$ cat src/hw/pbs_pkg.sv
// Package: constants and carrier types of the solar boost supervisor
`default_nettype none
package pbs_pkg;

  // ----------------------------------------------------------------
  // Clock and timing
  // ----------------------------------------------------------------
  localparam int CLK_HZ = 20_000_000;
  localparam int PWM_HZ = 100_000;
  localparam int PWM_PERIOD = CLK_HZ / PWM_HZ;
  localparam int PHASES = 4;

  // ----------------------------------------------------------------
  // Duty cycle in steps of 0.2 %, so 500 steps make 100 %
  // ----------------------------------------------------------------
  localparam int DUTY_W = 9;
  localparam int DUTY_FULL = 500;
  localparam logic [DUTY_W-1:0] DUTY_MIN = 9'h019;  // 5 %
  localparam logic [DUTY_W-1:0] DUTY_MAX = 9'h1c2;  // 90 %
  localparam logic [DUTY_W-1:0] DUTY_STEP = 9'h001; // 0.2 %

  // ----------------------------------------------------------------
  // Serial command codes
  // ----------------------------------------------------------------
  localparam logic [7:0] CMD_RESERVED = 8'h00;
  localparam logic [7:0] CMD_NOP = 8'h01;
  localparam logic [7:0] CMD_SHUT = 8'h02;
  localparam logic [7:0] CMD_TURN_ON = 8'h03;
  localparam logic [7:0] CMD_READ_CURRENT = 8'h04;
  localparam logic [7:0] CMD_READ_VIN = 8'h05;
  localparam logic [7:0] CMD_READ_DUTY = 8'h06;
  localparam logic [7:0] CMD_READ_STATUS = 8'h07;

  // Byte positions inside a frame
  localparam logic [1:0] BYTE_CMD = 2'h0;
  localparam logic [1:0] BYTE_UPPER = 2'h1;
  localparam logic [1:0] BYTE_LOWER = 2'h2;
  localparam logic [2:0] BIT_LAST = 3'h7;

  // ----------------------------------------------------------------
  // Carrier types
  // ----------------------------------------------------------------
  localparam int MEAS_W = 10;

  typedef struct packed {
    logic [MEAS_W-1:0] current;
    logic [MEAS_W-1:0] voltage;
  } pbs_meas_t;

  // Status byte, bit 6 down to bit 0
  typedef struct packed {
    logic extra_status_bit;
    logic overtemperature_flag;
    logic overvoltage_flag;
    logic [PHASES-1:0] overcurrent_flags;
  } pbs_status_t;

endpackage
`default_nettype wire

$ cat src/hw/pbs_tracker.sv
// Perturb-and-observe duty tracker of the solar boost supervisor
`default_nettype none
module pbs_tracker (
  input wire logic clock_i,
  input wire logic rst_n_i,
  input wire logic restart_i,
  input wire logic step_i,
  input wire pbs_pkg::pbs_meas_t meas_i,
  output logic [pbs_pkg::DUTY_W-1:0] duty_o
);

  // ----------------------------------------------------------------
  // Power and direction
  // ----------------------------------------------------------------
  localparam int PW = 2 * pbs_pkg::MEAS_W;
  logic [PW-1:0] power;
  logic [PW-1:0] prev_power;
  logic dir_up;
  logic next_dir_up;
  logic [pbs_pkg::DUTY_W-1:0] next_duty;
  logic at_max;
  logic at_min;

  // Input power from the latest sample
  assign power = PW'(meas_i.current) * PW'(meas_i.voltage);
  // Keep direction unless power fell, then reverse
  assign next_dir_up = (power >= prev_power) ? dir_up : ~dir_up;
  assign at_max = duty_o >= pbs_pkg::DUTY_MAX - pbs_pkg::DUTY_STEP;
  assign at_min = duty_o <= pbs_pkg::DUTY_MIN + pbs_pkg::DUTY_STEP;
  // Fixed steps, clamped to the window
  assign next_duty = next_dir_up ?
    (at_max ? pbs_pkg::DUTY_MAX : duty_o + pbs_pkg::DUTY_STEP) :
    (at_min ? pbs_pkg::DUTY_MIN : duty_o - pbs_pkg::DUTY_STEP);

  // Restart searches upward from the minimum duty
  always_ff @(posedge clock_i or negedge rst_n_i) begin
    if (!rst_n_i) begin
      duty_o <= pbs_pkg::DUTY_MIN;
      dir_up <= 1'b1;
      prev_power <= '0;
    end else if (restart_i) begin
      duty_o <= pbs_pkg::DUTY_MIN;
      dir_up <= 1'b1;
      prev_power <= '0;
    end else if (step_i) begin
      duty_o <= next_duty;
      dir_up <= next_dir_up;
      prev_power <= power;
    end
  end

  // ----------------------------------------------------------------
  // Checks
  // ----------------------------------------------------------------
  a_restart_min: assert property (@(posedge clock_i) disable iff (!rst_n_i)
    restart_i |=> duty_o == pbs_pkg::DUTY_MIN)
    else $error("duty not at minimum after restart");
  a_duty_window: assert property (@(posedge clock_i) disable iff (!rst_n_i)
    duty_o >= pbs_pkg::DUTY_MIN && duty_o <= pbs_pkg::DUTY_MAX)
    else $error("duty outside its window");
  a_duty_step: assert property (@(posedge clock_i) disable iff (!rst_n_i)
    step_i && !restart_i |=> (duty_o == $past(duty_o) + pbs_pkg::DUTY_STEP)
    || (duty_o == $past(duty_o) - pbs_pkg::DUTY_STEP)
    || duty_o == pbs_pkg::DUTY_MIN || duty_o == pbs_pkg::DUTY_MAX)
    else $error("duty moved by more than one step");
  a_dir_follows: assert property (@(posedge clock_i) disable iff (!rst_n_i)
    step_i && !restart_i && power < prev_power
    |=> dir_up != $past(dir_up))
    else $error("direction kept although power fell");
  c_track_step: cover property (@(posedge clock_i) disable iff (!rst_n_i)
    step_i && power < prev_power);

endmodule
`default_nettype wire

$ cat src/hw/pbs_supervisor.sv
// Top of the solar boost supervisor: serial slave, faults, phase drive
//
// Notes on behaviour
// - Overvoltage stops all phases and drives fault output low.
// - After overvoltage clears, restart tracking from minimum duty.
// - Overcurrent turns phase switch off, rectifier on, until next cycle.
// - Overtemperature stops all switches until below release level.
// - Shutdown input high holds converter off with no switching.
// - Undervoltage lockout holds all off and in reset, with hysteresis.
// - Each step compares power; rising keeps direction, falling reverses.
// - Clock idles high; data changes on falling, sampled on rising edge.
// - Every byte travels most significant bit first.
// - Master makes the clock; each byte in shifts one byte out.
// - Select rising inside command byte discards it and closes frame.
// - Bytes may come with pauses or back to back.
// - Wide values right-justified, zero-extended, upper byte first.
// - Code 0 reserved, 1 no-op, 2 shuts down, 3 turns back on.
// - Codes 4, 5, 6 return current, input voltage, duty in two bytes.
// - Code 7 reads four overcurrent, voltage, heat and one extra bit.
// - Duty stays between 5 and 90 percent in 0.2 percent steps.
`default_nettype none
module pbs_supervisor #(
  parameter int PWM_PERIOD = pbs_pkg::PWM_PERIOD
) (
  input wire logic clock_i,
  input wire logic rst_n_i,
  input wire logic sclk_i,
  input wire logic ss_n_i,
  input wire logic mosi_i,
  output logic miso_o,
  input wire logic ovp_cmp_i,
  input wire logic [pbs_pkg::PHASES-1:0] ocp_i,
  input wire logic ot_hot_i,
  input wire logic ot_cool_i,
  input wire logic shutdown_i,
  input wire logic undervoltage_lockout_i,
  input wire logic undervoltage_release_i,
  input wire logic sample_strobe_i,
  input wire pbs_pkg::pbs_meas_t meas_i,
  output logic fault_indicator_n_o,
  output logic [pbs_pkg::PHASES-1:0] low_side_on_o,
  output logic [pbs_pkg::PHASES-1:0] sync_rect_on_o,
  output logic [pbs_pkg::DUTY_W-1:0] duty_o
);

  localparam int CW = $clog2(PWM_PERIOD);
  localparam int NP = pbs_pkg::PHASES;

  // ----------------------------------------------------------------
  // Reset release and input synchronisers
  // ----------------------------------------------------------------
  logic [1:0] rst_sync;
  logic rst_n;
  assign rst_n = rst_sync[1];

  // Release reset late so no flop sees a half-released reset
  always_ff @(posedge clock_i or negedge rst_n_i) begin
    if (!rst_n_i) rst_sync <= 2'h0;
    else rst_sync <= {rst_sync[0], 1'b1};
  end

  // Pins are asynchronous to clock_i: two flops before any logic
  localparam int SW = 9 + NP;
  logic [SW-1:0] pin_meta;
  logic [SW-1:0] pin_sync;
  logic sclk_prev;
  always_ff @(posedge clock_i or negedge rst_n) begin
    if (!rst_n) begin
      pin_meta <= {2'h3, {(SW-2){1'b0}}};  // Clock idle high, select high
      pin_sync <= {2'h3, {(SW-2){1'b0}}};
      sclk_prev <= 1'b1;
    end else begin
      pin_meta <= {sclk_i, ss_n_i, mosi_i, ovp_cmp_i, ot_hot_i, ot_cool_i,
                   shutdown_i, undervoltage_lockout_i,
                   undervoltage_release_i, ocp_i};
      pin_sync <= pin_meta;
      sclk_prev <= pin_sync[SW-1];
    end
  end

  logic sclk_s, ss_n_s, mosi_s, ovp_s, hot_s, cool_s, shut_s;
  logic undervoltage_lockout_s, uvrel_s;
  logic [NP-1:0] ocp_s;
  assign {sclk_s, ss_n_s, mosi_s, ovp_s, hot_s, cool_s, shut_s, undervoltage_lockout_s,
          uvrel_s, ocp_s} = pin_sync;

  // ----------------------------------------------------------------
  // Protection state
  // ----------------------------------------------------------------
  logic ot_latched;
  logic undervoltage_lockout_latched;
  logic spi_shut;
  logic run;
  logic restart;

  // Converter runs only with overvoltage, overtemperature, lockout and both shutdowns released
  assign run = !ovp_s && !ot_latched && !shut_s && !spi_shut
               && !undervoltage_lockout_latched;
  assign restart = ovp_s || undervoltage_lockout_latched;

  // Two-level hysteresis keeps the latches from chattering
  always_ff @(posedge clock_i or negedge rst_n) begin
    if (!rst_n) begin
      ot_latched <= 1'b0;
      undervoltage_lockout_latched <= 1'b1;
    end else begin
      if (hot_s) ot_latched <= 1'b1;
      else if (cool_s) ot_latched <= 1'b0;
      if (undervoltage_lockout_s) undervoltage_lockout_latched <= 1'b1;
      else if (uvrel_s) undervoltage_lockout_latched <= 1'b0;
    end
  end

  // ----------------------------------------------------------------
  // Interleaved phase timing
  // ----------------------------------------------------------------
  logic [CW-1:0] pwm_cnt;
  logic [CW-1:0] on_thr;
  logic [NP-1:0] ocp_hold;
  logic [NP-1:0] phase_on;
  logic [NP-1:0] phase_start;
  logic [NP-1:0] ocp_block;

  // Position of phase k inside its own period
  function automatic logic [CW-1:0] phase_cnt(input logic [CW-1:0] c,
                                                input int k);
    logic [CW+1:0] s;
    s = (CW+2)'(c) + (CW+2)'(k * (PWM_PERIOD / NP));
    if (s >= (CW+2)'(PWM_PERIOD)) s = s - (CW+2)'(PWM_PERIOD);
    return s[CW-1:0];
  endfunction

  assign on_thr = CW'((32'(duty_o) * PWM_PERIOD) / pbs_pkg::DUTY_FULL);

  for (genvar k = 0; k < NP; k++) begin : g_phase
    assign phase_on[k] = phase_cnt(pwm_cnt, k) < on_thr;
    assign phase_start[k] = phase_cnt(pwm_cnt, k) == '0;
  end

  // Hold ends on the start count itself, so the phase resumes on time
  assign ocp_block = ocp_s | (ocp_hold & ~phase_start);

  // Overcurrent holds a phase off until its next cycle starts
  always_ff @(posedge clock_i or negedge rst_n) begin
    if (!rst_n) begin
      pwm_cnt <= '0;
      ocp_hold <= '0;
    end else begin
      pwm_cnt <= (pwm_cnt == CW'(PWM_PERIOD - 1)) ? '0 : pwm_cnt + 1'b1;
      ocp_hold <= ocp_block;
    end
  end

  // Switch drive; while running, the rectifier conducts whenever the switch is off
  always_ff @(posedge clock_i or negedge rst_n) begin
    if (!rst_n) begin
      low_side_on_o <= '0;
      sync_rect_on_o <= '0;
      fault_indicator_n_o <= 1'b1;
    end else begin
      low_side_on_o <= run ? phase_on & ~ocp_block : '0;
      sync_rect_on_o <= run ? ~(phase_on & ~ocp_block) : '0;
      fault_indicator_n_o <= !ovp_s;
    end
  end

  // ----------------------------------------------------------------
  // Measurements and tracking
  // ----------------------------------------------------------------
  pbs_pkg::pbs_meas_t meas_hold;
  always_ff @(posedge clock_i or negedge rst_n) begin
    if (!rst_n) meas_hold <= '0;
    else if (sample_strobe_i) meas_hold <= meas_i;
  end

  pbs_tracker u_tracker (
    .clock_i(clock_i),
    .rst_n_i(rst_n),
    .restart_i(restart),
    .step_i(sample_strobe_i && run),
    .meas_i(meas_i),
    .duty_o(duty_o)
  );

  // ----------------------------------------------------------------
  // Serial slave, clock polarity 1 and phase 1
  // ----------------------------------------------------------------
  logic sclk_rise, sclk_fall;
  logic [2:0] bit_cnt;
  logic [1:0] byte_idx;
  logic [6:0] rx_shift;
  logic [7:0] rx_byte;
  logic [7:0] command;
  logic [7:0] tx_shift;
  logic byte_done;
  logic cmd_phase;
  pbs_pkg::pbs_status_t status;

  // Edges judged on synchronised copies only
  assign sclk_rise = !ss_n_s && sclk_s && !sclk_prev;
  assign sclk_fall = !ss_n_s && !sclk_s && sclk_prev;
  assign rx_byte = {rx_shift, mosi_s};  // MSB arrived first
  assign byte_done = sclk_rise && bit_cnt == pbs_pkg::BIT_LAST;
  assign cmd_phase = byte_idx == pbs_pkg::BYTE_CMD;
  assign status = '{extra_status_bit: run, overtemperature_flag: ot_latched,
                    overvoltage_flag: ovp_s,
                    overcurrent_flags: ocp_hold};

  // Read data right-justified in a 16-bit word, zero above
  function automatic logic [15:0] read_word(input logic [7:0] cmd);
    case (cmd)
      pbs_pkg::CMD_READ_CURRENT: read_word = 16'(meas_hold.current);
      pbs_pkg::CMD_READ_VIN: read_word = 16'(meas_hold.voltage);
      pbs_pkg::CMD_READ_DUTY: read_word = 16'(duty_o);
      pbs_pkg::CMD_READ_STATUS: read_word = 16'(status);
      default: read_word = 16'h0000;
    endcase
  endfunction

  // Byte to present next; upper byte first, then lower, then zeros
  logic [7:0] next_tx;
  logic [15:0] word_now;
  assign word_now = read_word(cmd_phase ? rx_byte : command);
  assign next_tx = (cmd_phase || byte_idx == pbs_pkg::BYTE_UPPER) ?
                   (cmd_phase ? word_now[15:8] : word_now[7:0]) :
                   8'h00;

  // Frame state; select high closes the frame and drops partial bits
  always_ff @(posedge clock_i or negedge rst_n) begin
    if (!rst_n) begin
      bit_cnt <= '0;
      byte_idx <= pbs_pkg::BYTE_CMD;
      rx_shift <= '0;
      command <= pbs_pkg::CMD_RESERVED;
    end else if (ss_n_s) begin
      bit_cnt <= '0;
      byte_idx <= pbs_pkg::BYTE_CMD;
    end else if (sclk_rise) begin
      bit_cnt <= bit_cnt + 1'b1;  // Pauses between bytes are harmless
      rx_shift <= rx_byte[6:0];
      if (byte_done && cmd_phase) command <= rx_byte;
      if (byte_done && byte_idx != pbs_pkg::BYTE_LOWER)
        byte_idx <= byte_idx + 1'b1;
    end
  end

  // Shut and turn-on commands; lockout clears a pending shut
  always_ff @(posedge clock_i or negedge rst_n) begin
    if (!rst_n) spi_shut <= 1'b0;
    else if (undervoltage_lockout_latched) spi_shut <= 1'b0;
    else if (byte_done && cmd_phase && rx_byte == pbs_pkg::CMD_SHUT)
      spi_shut <= 1'b1;
    else if (byte_done && cmd_phase && rx_byte == pbs_pkg::CMD_TURN_ON)
      spi_shut <= 1'b0;
  end

  // Reply shifter: loaded at byte end, bit out on each falling edge
  always_ff @(posedge clock_i or negedge rst_n) begin
    if (!rst_n) begin
      tx_shift <= '0;
      miso_o <= 1'b0;
    end else if (ss_n_s) begin
      tx_shift <= '0;  // Zeros until a command is known
      miso_o <= 1'b0;
    end else if (byte_done) begin
      tx_shift <= next_tx;  // One byte out per byte
    end else if (sclk_fall) begin
      miso_o <= tx_shift[7];
      tx_shift <= {tx_shift[6:0], 1'b0};
    end
  end

  // ----------------------------------------------------------------
  // Checks
  // ----------------------------------------------------------------
  a_ovp_fault_low: assert property (@(posedge clock_i) disable iff (!rst_n)
    ovp_s |=> !fault_indicator_n_o && low_side_on_o == '0)
    else $error("overvoltage did not stop phases or flag fault");
  a_ocp_phase_off: assert property (@(posedge clock_i) disable iff (!rst_n)
    ocp_s[0] && run |=> !low_side_on_o[0] && sync_rect_on_o[0])
    else $error("overcurrent phase not handed to rectifier");
  a_ocp_until_start: assert property (@(posedge clock_i) disable iff (!rst_n)
    ocp_hold[1] && !phase_start[1] |=> !low_side_on_o[1])
    else $error("phase resumed before its next cycle");
  a_ot_hold_off: assert property (@(posedge clock_i) disable iff (!rst_n)
    ot_latched && !cool_s |=> ot_latched && low_side_on_o == '0)
    else $error("overtemperature released early");
  a_shut_no_switch: assert property (@(posedge clock_i) disable iff (!rst_n)
    shut_s [*2] |-> low_side_on_o == '0 && sync_rect_on_o == '0)
    else $error("switching while shut down");
  a_undervoltage_lockout_all_off: assert property (@(posedge clock_i) disable iff (!rst_n)
    undervoltage_lockout_latched |=> low_side_on_o == '0 && !spi_shut)
    else $error("activity during undervoltage lockout");
  a_shut_command: assert property (@(posedge clock_i) disable iff (!rst_n)
    byte_done && cmd_phase && rx_byte == pbs_pkg::CMD_SHUT && !undervoltage_lockout_latched
    |=> spi_shut ##1 low_side_on_o == '0)
    else $error("shut command not obeyed");
  a_cmd_miso_zero: assert property (@(posedge clock_i) disable iff (!rst_n)
    cmd_phase && $past(cmd_phase) |-> !miso_o)
    else $error("data driven during command byte");
  a_frame_abort: assert property (@(posedge clock_i) disable iff (!rst_n)
    ss_n_s |=> bit_cnt == '0 && cmd_phase)
    else $error("partial byte kept after select rose");
  c_read_frame: cover property (@(posedge clock_i) disable iff (!rst_n)
    byte_done && byte_idx == pbs_pkg::BYTE_UPPER);
  c_shut_then_on: cover property (@(posedge clock_i) disable iff (!rst_n)
    $fell(spi_shut));
  c_ocp_event: cover property (@(posedge clock_i) disable iff (!rst_n)
    $rose(ocp_hold[2]));

endmodule
`default_nettype wire

$ cat config.mk
export PLATFORM = sky130hd
export DESIGN_NAME = pbs_supervisor
export DESIGN_NICKNAME = d
export VERILOG_FILES = /design/src/hw/pbs_pkg.sv /design/src/hw/pbs_tracker.sv /design/src/hw/pbs_supervisor.sv
export SDC_FILE = /design/constraint.sdc
export NUM_CORES = 1
export LEC_CHECK = 0
export BUFFER_PORTS_ARGS = -buffer_cell sky130_fd_sc_hd__buf_2
export CORE_ASPECT_RATIO = 1.75
export CORE_MARGIN = 8
export CORE_UTILIZATION = 60
export CTS_BUF_LIST = sky130_fd_sc_hd__clkbuf_8
export CTS_CLUSTER_DIAMETER = 40
export DETAILED_ROUTE_END_ITERATION = 16
export PLACE_DENSITY_LB_ADDON = 0.05
export REMOVE_ABC_BUFFERS = 1
export SYNTH_ARGS = -nofsm -noshare
export SYNTH_HDL_FRONTEND = slang
export SYNTH_HIERARCHICAL = 1
export SYNTH_SLANG_ARGS = --single-unit
$ cat constraint.sdc
create_clock -name clock_i -period 8.1 [get_ports clock_i]
set_clock_uncertainty 0.1 [all_clocks]
set_input_delay 1.62 -clock clock_i [delete_from_list [all_inputs] [get_ports clock_i]]
set_output_delay 1.62 -clock clock_i [all_outputs]
set_load 0.05 [all_outputs]
== Word level (Yosys, flattened, before mapping) ==
Cells that the tools add are included.
Word-level totals
  input bits: 36
  flip-flop bits (word level): 132
  word-level logic and storage cells: 148
  output and inout port bits: 19
Operators by class
  eq/ne operators: 11
  add/sub/neg operators: 12
  reductions and logical operators: 41
  multiplexer cells: 39
  magnitude comparators: 11
  div/mod/pow operators: 1
  multiply operators: 2
  bitwise operators: 8
Operators by type and width (count)
  8-bit 2-to-1 mux: 11
  9-bit 2-to-1 mux: 5
  20-bit 2-to-1 mux: 2
  10-bit case mux with 4 select lines: 1
  17-bit by 9-bit divider with 32-bit output (second input constant): 1
  8-bit by 3-bit equality test with 1-bit output (second input constant): 4
  8-bit logical NOT: 4
  8-bit < comparator: 4
  8-bit subtractor (second input constant): 4
  9-bit by 8-bit greater-or-equal comparator with 1-bit output (second input constant): 3
  20-bit greater-or-equal comparator: 1
  10-bit by 10-bit multiplier with 20-bit output: 1
  8-bit by 2-bit equality test with 1-bit output (second input constant): 2
  1-bit logical AND: 14
  9-bit by 5-bit multiplier with 14-bit output (second input constant): 1
  1-bit 2-to-1 mux: 13
  4-bit NOT: 3
  2-bit nonzero test: 6
  8-bit by 6-bit adder with 9-bit output (second input constant): 1
  8-bit by 7-bit adder with 9-bit output (second input constant): 1
  8-bit by 8-bit adder with 9-bit output (second input constant): 1
  9-bit by 1-bit adder with 9-bit output (second input constant): 1
  9-bit greater-or-equal comparator (second input constant): 1
  9-bit by 5-bit <= comparator with 1-bit output (second input constant): 1
  other kinds (21): 39

== Depth between registers and ports, before layout ==
Gate-level depths: netlist of run 1.
  depth in word-level cells: 11
  mapped depth: 42
  mapped depth without buffers: 36

== Modules after synthesis ==
Netlist of run 1, hierarchy kept.
Modules (own cells, without submodules)
  pbs_supervisor: times used 1, sequential area each 2561.2 sq um, area each 9081.2 sq um, cells each 986
  pbs_tracker: times used 1, sequential area each 755.7 sq um, area each 5529.1 sq um, cells each 639

== Least setup slack after synthesis of run 1 ==
OpenSTA, ideal clock, no wires.
  path type: reg-to-reg
  start: register u_tracker/duty_o[2] (netlist name)
  end: register sync_rect_on_o[0] (netlist name)
  stages on the path, launching flop included: 40
  library setup time: 0.121 ns
  slack: -1.855 ns
  clock period less this slack: 9.955 ns
  arrival time: 9.735 ns
  data required time: 7.879 ns
  buffers on the path: 3
  path through: dfrtp_1 -> clkbuf_1 -> clkbuf_1 -> inv_1 -> ha_1 -> ha_1 -> ha_1 -> inv_1 -> fa_1 -> nand2b_2 -> a211oi_1 -> a211oi_4 -> a211oi_2 -> buf_4 -> nand4_1 -> and4_4 -> o31a_1 -> a21o_1 -> [... 4 more ...] -> mux2_2 -> o211a_1 -> or3_4 -> nor3_4 -> a21boi_2 -> nor2_2 -> xnor2_2 -> inv_1 -> ha_1 -> nor2_1 -> a21oi_1 -> a21boi_0 -> ha_1 -> a21o_1 -> a211o_1 -> or2_2 -> a31oi_1 -> nor2_1
On the way
  word-level cells in the longest chain between the ends: 6
Ends and longest elaborated chain
  start, declared: RTL line pbs_tracker.sv:9  | output logic [pbs_pkg::DUTY_W-1:0] duty_o
  start signal, assigned: RTL line pbs_tracker.sv:38  | duty_o <= pbs_pkg::DUTY_MIN;
  start signal, assigned: RTL line pbs_tracker.sv:42  | duty_o <= pbs_pkg::DUTY_MIN;
  start signal, assigned: RTL line pbs_tracker.sv:46  | duty_o <= next_duty;
  9-bit by 5-bit multiplier with 14-bit output: RTL line pbs_supervisor.sv:133  | assign on_thr = CW'((32'(duty_o) * PWM_PERIOD) / pbs_pkg::DUTY_FULL);
  17-bit by 9-bit divider with 32-bit output: RTL line pbs_supervisor.sv:133
  8-bit < comparator: RTL line pbs_supervisor.sv:136  | assign phase_on[k] = phase_cnt(pwm_cnt, k) < on_thr;
  4-bit bitwise AND: RTL line pbs_supervisor.sv:162  | sync_rect_on_o <= run ? ~(phase_on & ~ocp_block) : '0;
  4-bit NOT: RTL line pbs_supervisor.sv:162
  4-bit 2-to-1 mux: RTL line pbs_supervisor.sv:162
  end signal, assigned: RTL line pbs_supervisor.sv:162
  end, declared: RTL line pbs_supervisor.sv:42  | output logic [pbs_pkg::PHASES-1:0] sync_rect_on_o,
No other way between the ends.
A chain may end at the register's enable or synchronous reset.

== Worst setup path after layout of run 1 ==
  start: register u_tracker/duty_o[4] (netlist name)
  end: register low_side_on_o[1] (netlist name)
On the way
  word-level cells in the longest chain between the ends: 5
Ends and longest elaborated chain
  9-bit by 5-bit multiplier with 14-bit output: RTL line pbs_supervisor.sv:133
  17-bit by 9-bit divider with 32-bit output: RTL line pbs_supervisor.sv:133
  8-bit < comparator: RTL line pbs_supervisor.sv:136
  4-bit bitwise AND: RTL line pbs_supervisor.sv:161  | low_side_on_o <= run ? phase_on & ~ocp_block : '0;
  4-bit 2-to-1 mux: RTL line pbs_supervisor.sv:161
  end signal, assigned: RTL line pbs_supervisor.sv:161
  end, declared: RTL line pbs_supervisor.sv:41  | output logic [pbs_pkg::PHASES-1:0] low_side_on_o,
No other way between the ends.

==> metrics.md, run 1 <==
| Metric | Value |
|---|---|
| Die Area | roughly 30,000 µm² |
| Gr usage total | 27.2% |
| Async S/R FF share, synth | 100% |
| Final hold vios | 0 |
| Cell count of the worst reg-to-reg path | 39 |
| Post-synthesis sequential area ratio | 22.7% |
| Residual DRC | 0 |
| Hold Crit Endpoint | pin_sync[10] |
| Pwr per Cell Area | 200 nW/µm² |
| CP max stage delay | about 0.61 ns |
| LEAKAGE | 8.70 nW |
| RR Startpoint | u_tracker/duty_o[4] |
| Number of flops mapped to enable cells by yosys | 0 |
| Remaining global-route overflow | 0 |
| Cell repeated most along the worst path | buf_4 |
| Hold-fix buffers, CTS | 0 |
| Rel. slew slack | 34.4% |
| HP Class | flop to flop |
| Cell count of the worst hold path | 0 |
| Reg-to-Reg End | low_side_on_o[1] |
| DRT Pass-1 Iters | 6 |
| Crit path max-delay family | compound AO/OA/AOI/OAI gates |
| CTS tree | yes |
| Share of post-route cells with drive strength above 1 | between 30% and 40% |
| Yosys Warn Count | 6 |
| Critical path fanouts, max | 7 |
| Final setup fails | 8 |
| # IOs | 55 |
| Die Span X | around 130 µm |
| Worst-Skew Late Latency | 0.47 ns |
| Initial antenna violation count | 0 |
| Syn Inst Count | 1,625 |
| Worst Max-Slew Pin Slew | 0.983 ns |
| WS Path Type | flop to flop |
| Commonest cells after routing, fill and taps aside | 292 x buf_4, 152 x ha_1, 132 x nand2_1 |
| CP Data Required Time | 8.39 ns |
| Worst VDD drop | 0.329 mV |
| Clock buffer depth | 2 |
| DP Area | 17,100 µm² |
| Commonest non-fill, non-tap cell in the layout | buf_4 |
| Drt total wl | 42,400 µm |
| P&R area growth vs syn | 29.1% |
| Status | complete, but fails checks |
| Main flop type after synthesis | dfrtp_1 |
| Pre-CTS setup slack | -0.956 ns |
| Placed cells | between 2,000 and 2,500 |
| Flop and latch count out of synthesis | 132 |
| DPL Wire Length | 31,400 µm |
| Vias in the first global route | between 10,000 and 15,000 |
| Tmin final | roughly 8.7 ns |
| WP data arrival | 8.99 ns |
| Fin crit share | 107% |
| Fmax | 0.115 GHz |
| FP Rows | 75 |
| CTS Buf Count | 17 |
| Final cell utilization of the core | 78.8% |
| Nets | 2,222 |
| Final instance area | 18,900 µm² |
| IO buf count | 54 |
| Gpl congestion | 0.945 |
| Syn avg cell area | 8.99 µm² |
| Drt initial violations | 797 |
| Setup TNS | -4.25 ns |
| CTS Root Buffer Type | clkbuf_8 |
| CTS sink cnt | 132 |
| Core footprint | around 24,000 µm² |
| Ant diodes | 0 |
| H-tree lvl count | 4 |
| Synthesized cell area | around 15,000 µm² |
| Slew Limit Fails | 0 |
| Die Ht | about 220 µm |
| RSZ-0062 raised after global routing | true |
| Crit path buf inv count | 10 |
| Clock slew at reported path FFs | 0.10 ns |
| CP Capture Type | flop |
| Synth cell types | approximately 120 |
| Fin cells | 2,276 |
| Vias | approximately 14,000 |
| Failing checks | setup timing |
| Drt wl/cell | 18.6 µm |
| Hold Startpoint | pin_meta[10] |
| Initial Util | 61.1% |
| Largest net degree at the start of global routing | 73 |
| Vias per inst | between 6 and 7 |
| Hold Worst Slack | 0.244 ns |
| Max Cap Viol | 0 |
| CP startpoint kind | flop |
| R2r setup slk | -0.60 ns |
| CP max-delay cell | dfstp_2 |
| Post-route ant nets | 0 |
| Total Power | 3.78 mW |
| Global-route wire length before repair | 66,300 µm |
| Setup WS post-layout | -0.601 ns |
worst max-delay path by stage:
stage | slack (ns) | cells after the start | startpoint | end
global placement | -0.80 | 39 | u_tracker/duty_o[4] | sync_rect_on_o[0]
CTS | -0.44 | 37 | u_tracker/duty_o[4] | sync_rect_on_o[0]
detailed placement | -0.96 | 38 | u_tracker/duty_o[4] | sync_rect_on_o[0]
global route | -0.85 | 39 | u_tracker/duty_o[4] | sync_rect_on_o[0]
finish | -0.60 | 39 | u_tracker/duty_o[4] | low_side_on_o[1]
floorplan | -2.23 | 36 | u_tracker/duty_o[2] | sync_rect_on_o[0]
metal layers:
layer | vias to the layer above | GRT usage [%] | part of all wire (%)
met5 | - | 0 | 0
met4 | 0 | 14.9 | 5.2
met2 | 375 | 52.8 | 56
met1 | 6743 | 26.8 | 36
li1 | 6447 | - | -
met3 | 156 | 3.59 | 2.8
registers in the layout, indices dropped and copies added (netlist names), 8 cells and up:
name / count
command: 8
meas_hold: 20
pin_meta: 13
pin_sync: 13
pwm_cnt: 8
tx_shift: 8
u_tracker/duty_o: 9
u_tracker/prev_power: 20
timing repair:
action,4_1_cts,5_1_grt
setup buffers,22,18
pin swaps,52,65
endpoints found under the hold margin,0,0
resized for setup,92,90
endpoints found under the setup margin,8,17
cell type report:
type                            instances  area [µm²]
Tap cell                              308         385
Multi-Input combinational cell       1305       11500
Fill cell                            1701        5070
Inverter                              134         503
Clock buffer                           17         234
Timing Repair Buffer                  365        2740
Clock inverter                         15         170
Sequential cell                       132        3320
cells in the mapped netlist, types with 6 or more instances:
cell / count / area share (%)
nor2b_1: 10 / 0.43
ha_1: 165 / 14
or3_1: 10 / 0.43
o31a_1: 7 / 0.42
o211ai_1: 13 / 0.67
mux2_2: 38 / 2.9
dfrtp_1: 121 / 21
nand4_1: 21 / 0.90
a211oi_1: 21 / 1.1
and2_1: 75 / 3.2
xnor2_1: 52 / 3.1
nand2b_1: 14 / 0.60
a21oi_1: 67 / 2.3
inv_1: 132 / 3.4
nor4_1: 9 / 0.39
nor2_1: 135 / 3.5
and3_1: 18 / 0.77
o22ai_1: 8 / 0.34
o21ai_1: 11 / 0.38
nand2_1: 134 / 3.4
a21o_1: 32 / 1.6
o21ai_0: 43 / 1.5
nor3_1: 37 / 1.3
a211o_1: 14 / 0.84
mux2i_1: 34 / 2.3
or2_2: 7 / 0.30
nand3_1: 44 / 1.5
clkbuf_1: 34 / 0.87
a31oi_1: 18 / 0.77
a31o_1: 6 / 0.36
o21a_1: 18 / 0.92
a22oi_1: 10 / 0.51
buf_1: 6 / 0.15
dfstp_2: 11 / 2.0
buf_2: 6 / 0.21
o31ai_1: 9 / 0.46
xor2_1: 16 / 0.96
fa_1: 66 / 9.0
cell families (layout without fill, tap and decap cells):
logic type | after synthesis | in the layout | synth area share [%]
xor gates and xnor gates | 74 | 74 | 4.90
AOI/OAI and AO/OA | 364 | 364 | 18.6
muxes | 75 | 75 | 5.67
other | 1 | 1 | 0.0257
adders and majority gates | 232 | 232 | 23.2
buffers and inverters | 188 | 531 | 5.19
and+or+nand+nor | 559 | 559 | 19.7
DFF | 132 | 132 | 22.7
power by group:
part	leakage (nW)	total (mW)	internal, mW	switching [mW]
registers	1.66	0.727	0.694	0.0327
logic	6.83	2.47	1.21	1.26
clock network	0.205	0.581	0.282	0.299
Note: power is estimated with default switching activity, not from simulation.
==> inputs of run 2 (changes only) <==
CORE_UTILIZATION = 45   (was 60)
==> run 2 against run 1 <==
Compared with the run above: the run still ends with setup timing left; hold slack worse by 0.0058 ns; non-clock buffer count grew 34; wire length increased by 0.59%; flip-flop and latch count unchanged; total power rose by 6.6%; critical path depth increased by 6; utilization down 19 points; first-iteration DRC count shrank 40%.
==> metrics.md, run 2 (synthesis gave the netlist of run 1 again) <==
| Metric | Value |
|---|---|
| Status | complete, but fails checks |
| Failing checks | setup timing |
| Critical path depth | 45 |
| # IOs | 55 |
| Commonest non-fill, non-tap cell in the layout | buf_4 |
| R2r setup slk | -0.53 ns |
| Gr usage total | a little over a fifth |
| Fillers | 2,864 |
| LEAKAGE | 8.84 nW |
| CTS tree | yes |
| Die Span X | 152 µm |
| Commonest cells after routing, fill and taps aside | 324 x buf_4, 152 x ha_1, 132 x nand2_1 |
| Residual DRC | 0 |
| WP data arrival | 8.89 ns |
| Nets | between 2,000 and 2,500 |
| Gpl congestion | 0.901 |
| Crit path buf inv count | 17 |
| Worst-Skew Late Latency | 0.48 ns |
| Setup WS post-layout | -0.530 ns |
| CP max stage delay | 0.61 ns |
| CP Launch Point | u_tracker/duty_o[4] |
| CP startpoint kind | flop |
| Setup TNS | -3.69 ns |
| Worst VDD drop | 0.161 mV |
| Initial Util | 45.5% |
| WS Path Type | flop to flop |
| Remaining global-route overflow | 0 |
| CP Capture Type | flop |
| IO buf count | 54 |
| Final instance area | 19,200 µm² |
| Final hold vios | 0 |
| Final setup fails | 8 |
| Core footprint | approximately 32,000 µm² |
| FP Rows | 87 |
| Crit path to | sync_rect_on_o[0] |
| Pwr per Cell Area | 209 nW/µm² |
| Max Cap Viol | 0 |
| H-tree lvl count | 4 |
| Cell repeated most along the worst path | buf_4 |
| Area taken by multi-input logic gates | 11,500 µm² |
| Vias per inst | around 5.6 |
| CTS sink cnt | 132 |
| Die Ht | 254 µm |
| Worst Max-Slew Pin Slew | 0.959 ns |
| DRT Pass-1 Iters | 5 |
| Hold Worst Slack | between 0.2 and 0.25 ns |
| Vias in the first global route | around 14,000 |
| Clock buffer depth | 2 |
| Drt total wl | 42,600 µm |
| CP max-delay cell | dfstp_2 |
| Hold-fix buffers, CTS | 0 |
| P&R area growth vs syn | 31.5% |
| CTS Root Buffer Type | clkbuf_8 |
| Initial antenna violation count | 1 |
| Rel. slew slack | 35.7% |
| Drt initial violations | 477 |
| Drt wl/cell | 17.7 µm |
| Global-route wire length before repair | roughly 70,000 µm |
| HP Class | flop to flop |
| CTS Buf Count | 17 |
| RR Startpoint | u_tracker/duty_o[4] |
| Fmax | 0.116 GHz |
| Top Registers | meas_hold (20), u_tracker/prev_power (20) |
| CP Data Required Time | between 8 and 9 ns |
| RSZ-0062 raised after global routing | true |
| Slew Limit Fails | 0 |
| Crit path max-delay family | compound AO/OA/AOI/OAI gates |
| Reg-to-Reg End | sync_rect_on_o[0] |
| Cell count of the worst reg-to-reg path | 45 |
| Tmin final | 8.63 ns |
| Post-route ant nets | 0 |
| Critical path fanouts, max | 4 |
| Clock slew at reported path FFs | 0.09 ns |
| DP Area | 17,300 µm² |
| Die Area | ~39,000 µm² |
| Final cell utilization of the core | 59.8% |
| Cell count of the worst hold path | 0 |
| Share of post-route cells with drive strength above 1 | around a third |
| Largest net degree at the start of global routing | 70 |
| Storage element area | between 3000 and 4000 µm² |
| Fin crit share | 107% |
| Pre-CTS setup slack | -1.10 ns |
| DPL Wire Length | 33,400 µm |
| Vias | 13,500 |
## run 2: cell count changes in the layout (fill, tap and decap cells not counted), sizes merged
cell / previous run / this run
buf: 365 / 397
inv: 140 / 136
clkinv: 5 / 8
clkbuf: 17 / 19
bufinv: 2 / 3
diode: 0 / 1
## run 2: worst min-delay path by stage
stage,from,end,slack [ns]
after floorplan,pin_meta[0],pin_sync[0],0.23
after CTS,pin_meta[5],pin_sync[5],0.25
after detailed placement,pin_meta[2],pin_sync[2],0.23
after global routing,pin_meta[5],pin_sync[5],0.25
final,pin_meta[5],pin_sync[5],0.24
after global placement,pin_meta[9],pin_sync[9],0.23
## run 2: power by group
group	internal [mW]	switching (mW)
Clock	0.308	0.299
Sequential	0.694	0.0324
Combinational	1.38	1.31
Total	2.38	1.64
## run 2: layer usage
metal | vias up | share of wire, % | GRT usage, % | wire [µm]
met2 | 245 | 57 | 44.8 | 24300
li1 | 6494 | - | - | -
met3 | 102 | 1.8 | 1.98 | 756
met1 | 6649 | 37 | 21.8 | 16000
met4 | 0 | 3.8 | 10.0 | 1640
met5 | - | 0 | 0 | 0
## run 2: timing repair
item                                    CTS  global route
pin swaps                                73            54
buffers inserted                         45            15
endpoints found under the setup margin    8            16
cloned                                    0             1
gates resized for setup                 122            55
## run 2: layout make-up
class | count | share of cell area [%]
Clock inverter | 15 | 0.951
Tap cell | 400 | 2.60
Clock buffer | 17 | 1.22
Timing Repair Buffer | 399 | 15.7
Multi-Input combinational cell | 1305 | 59.7
Inverter | 134 | 2.62
Antenna cell | 1 | 0.0130
Sequential cell | 132 | 17.3
## run 2: through the flow
step / power [mW] / instances
floorplan: 2.17 / 1571
global placement: 3.07 / 2311
detailed placement: 3.08 / 2311
CTS: 3.80 / 2386
global route: 4.39 / 2403
finish: 4.02 / 2403
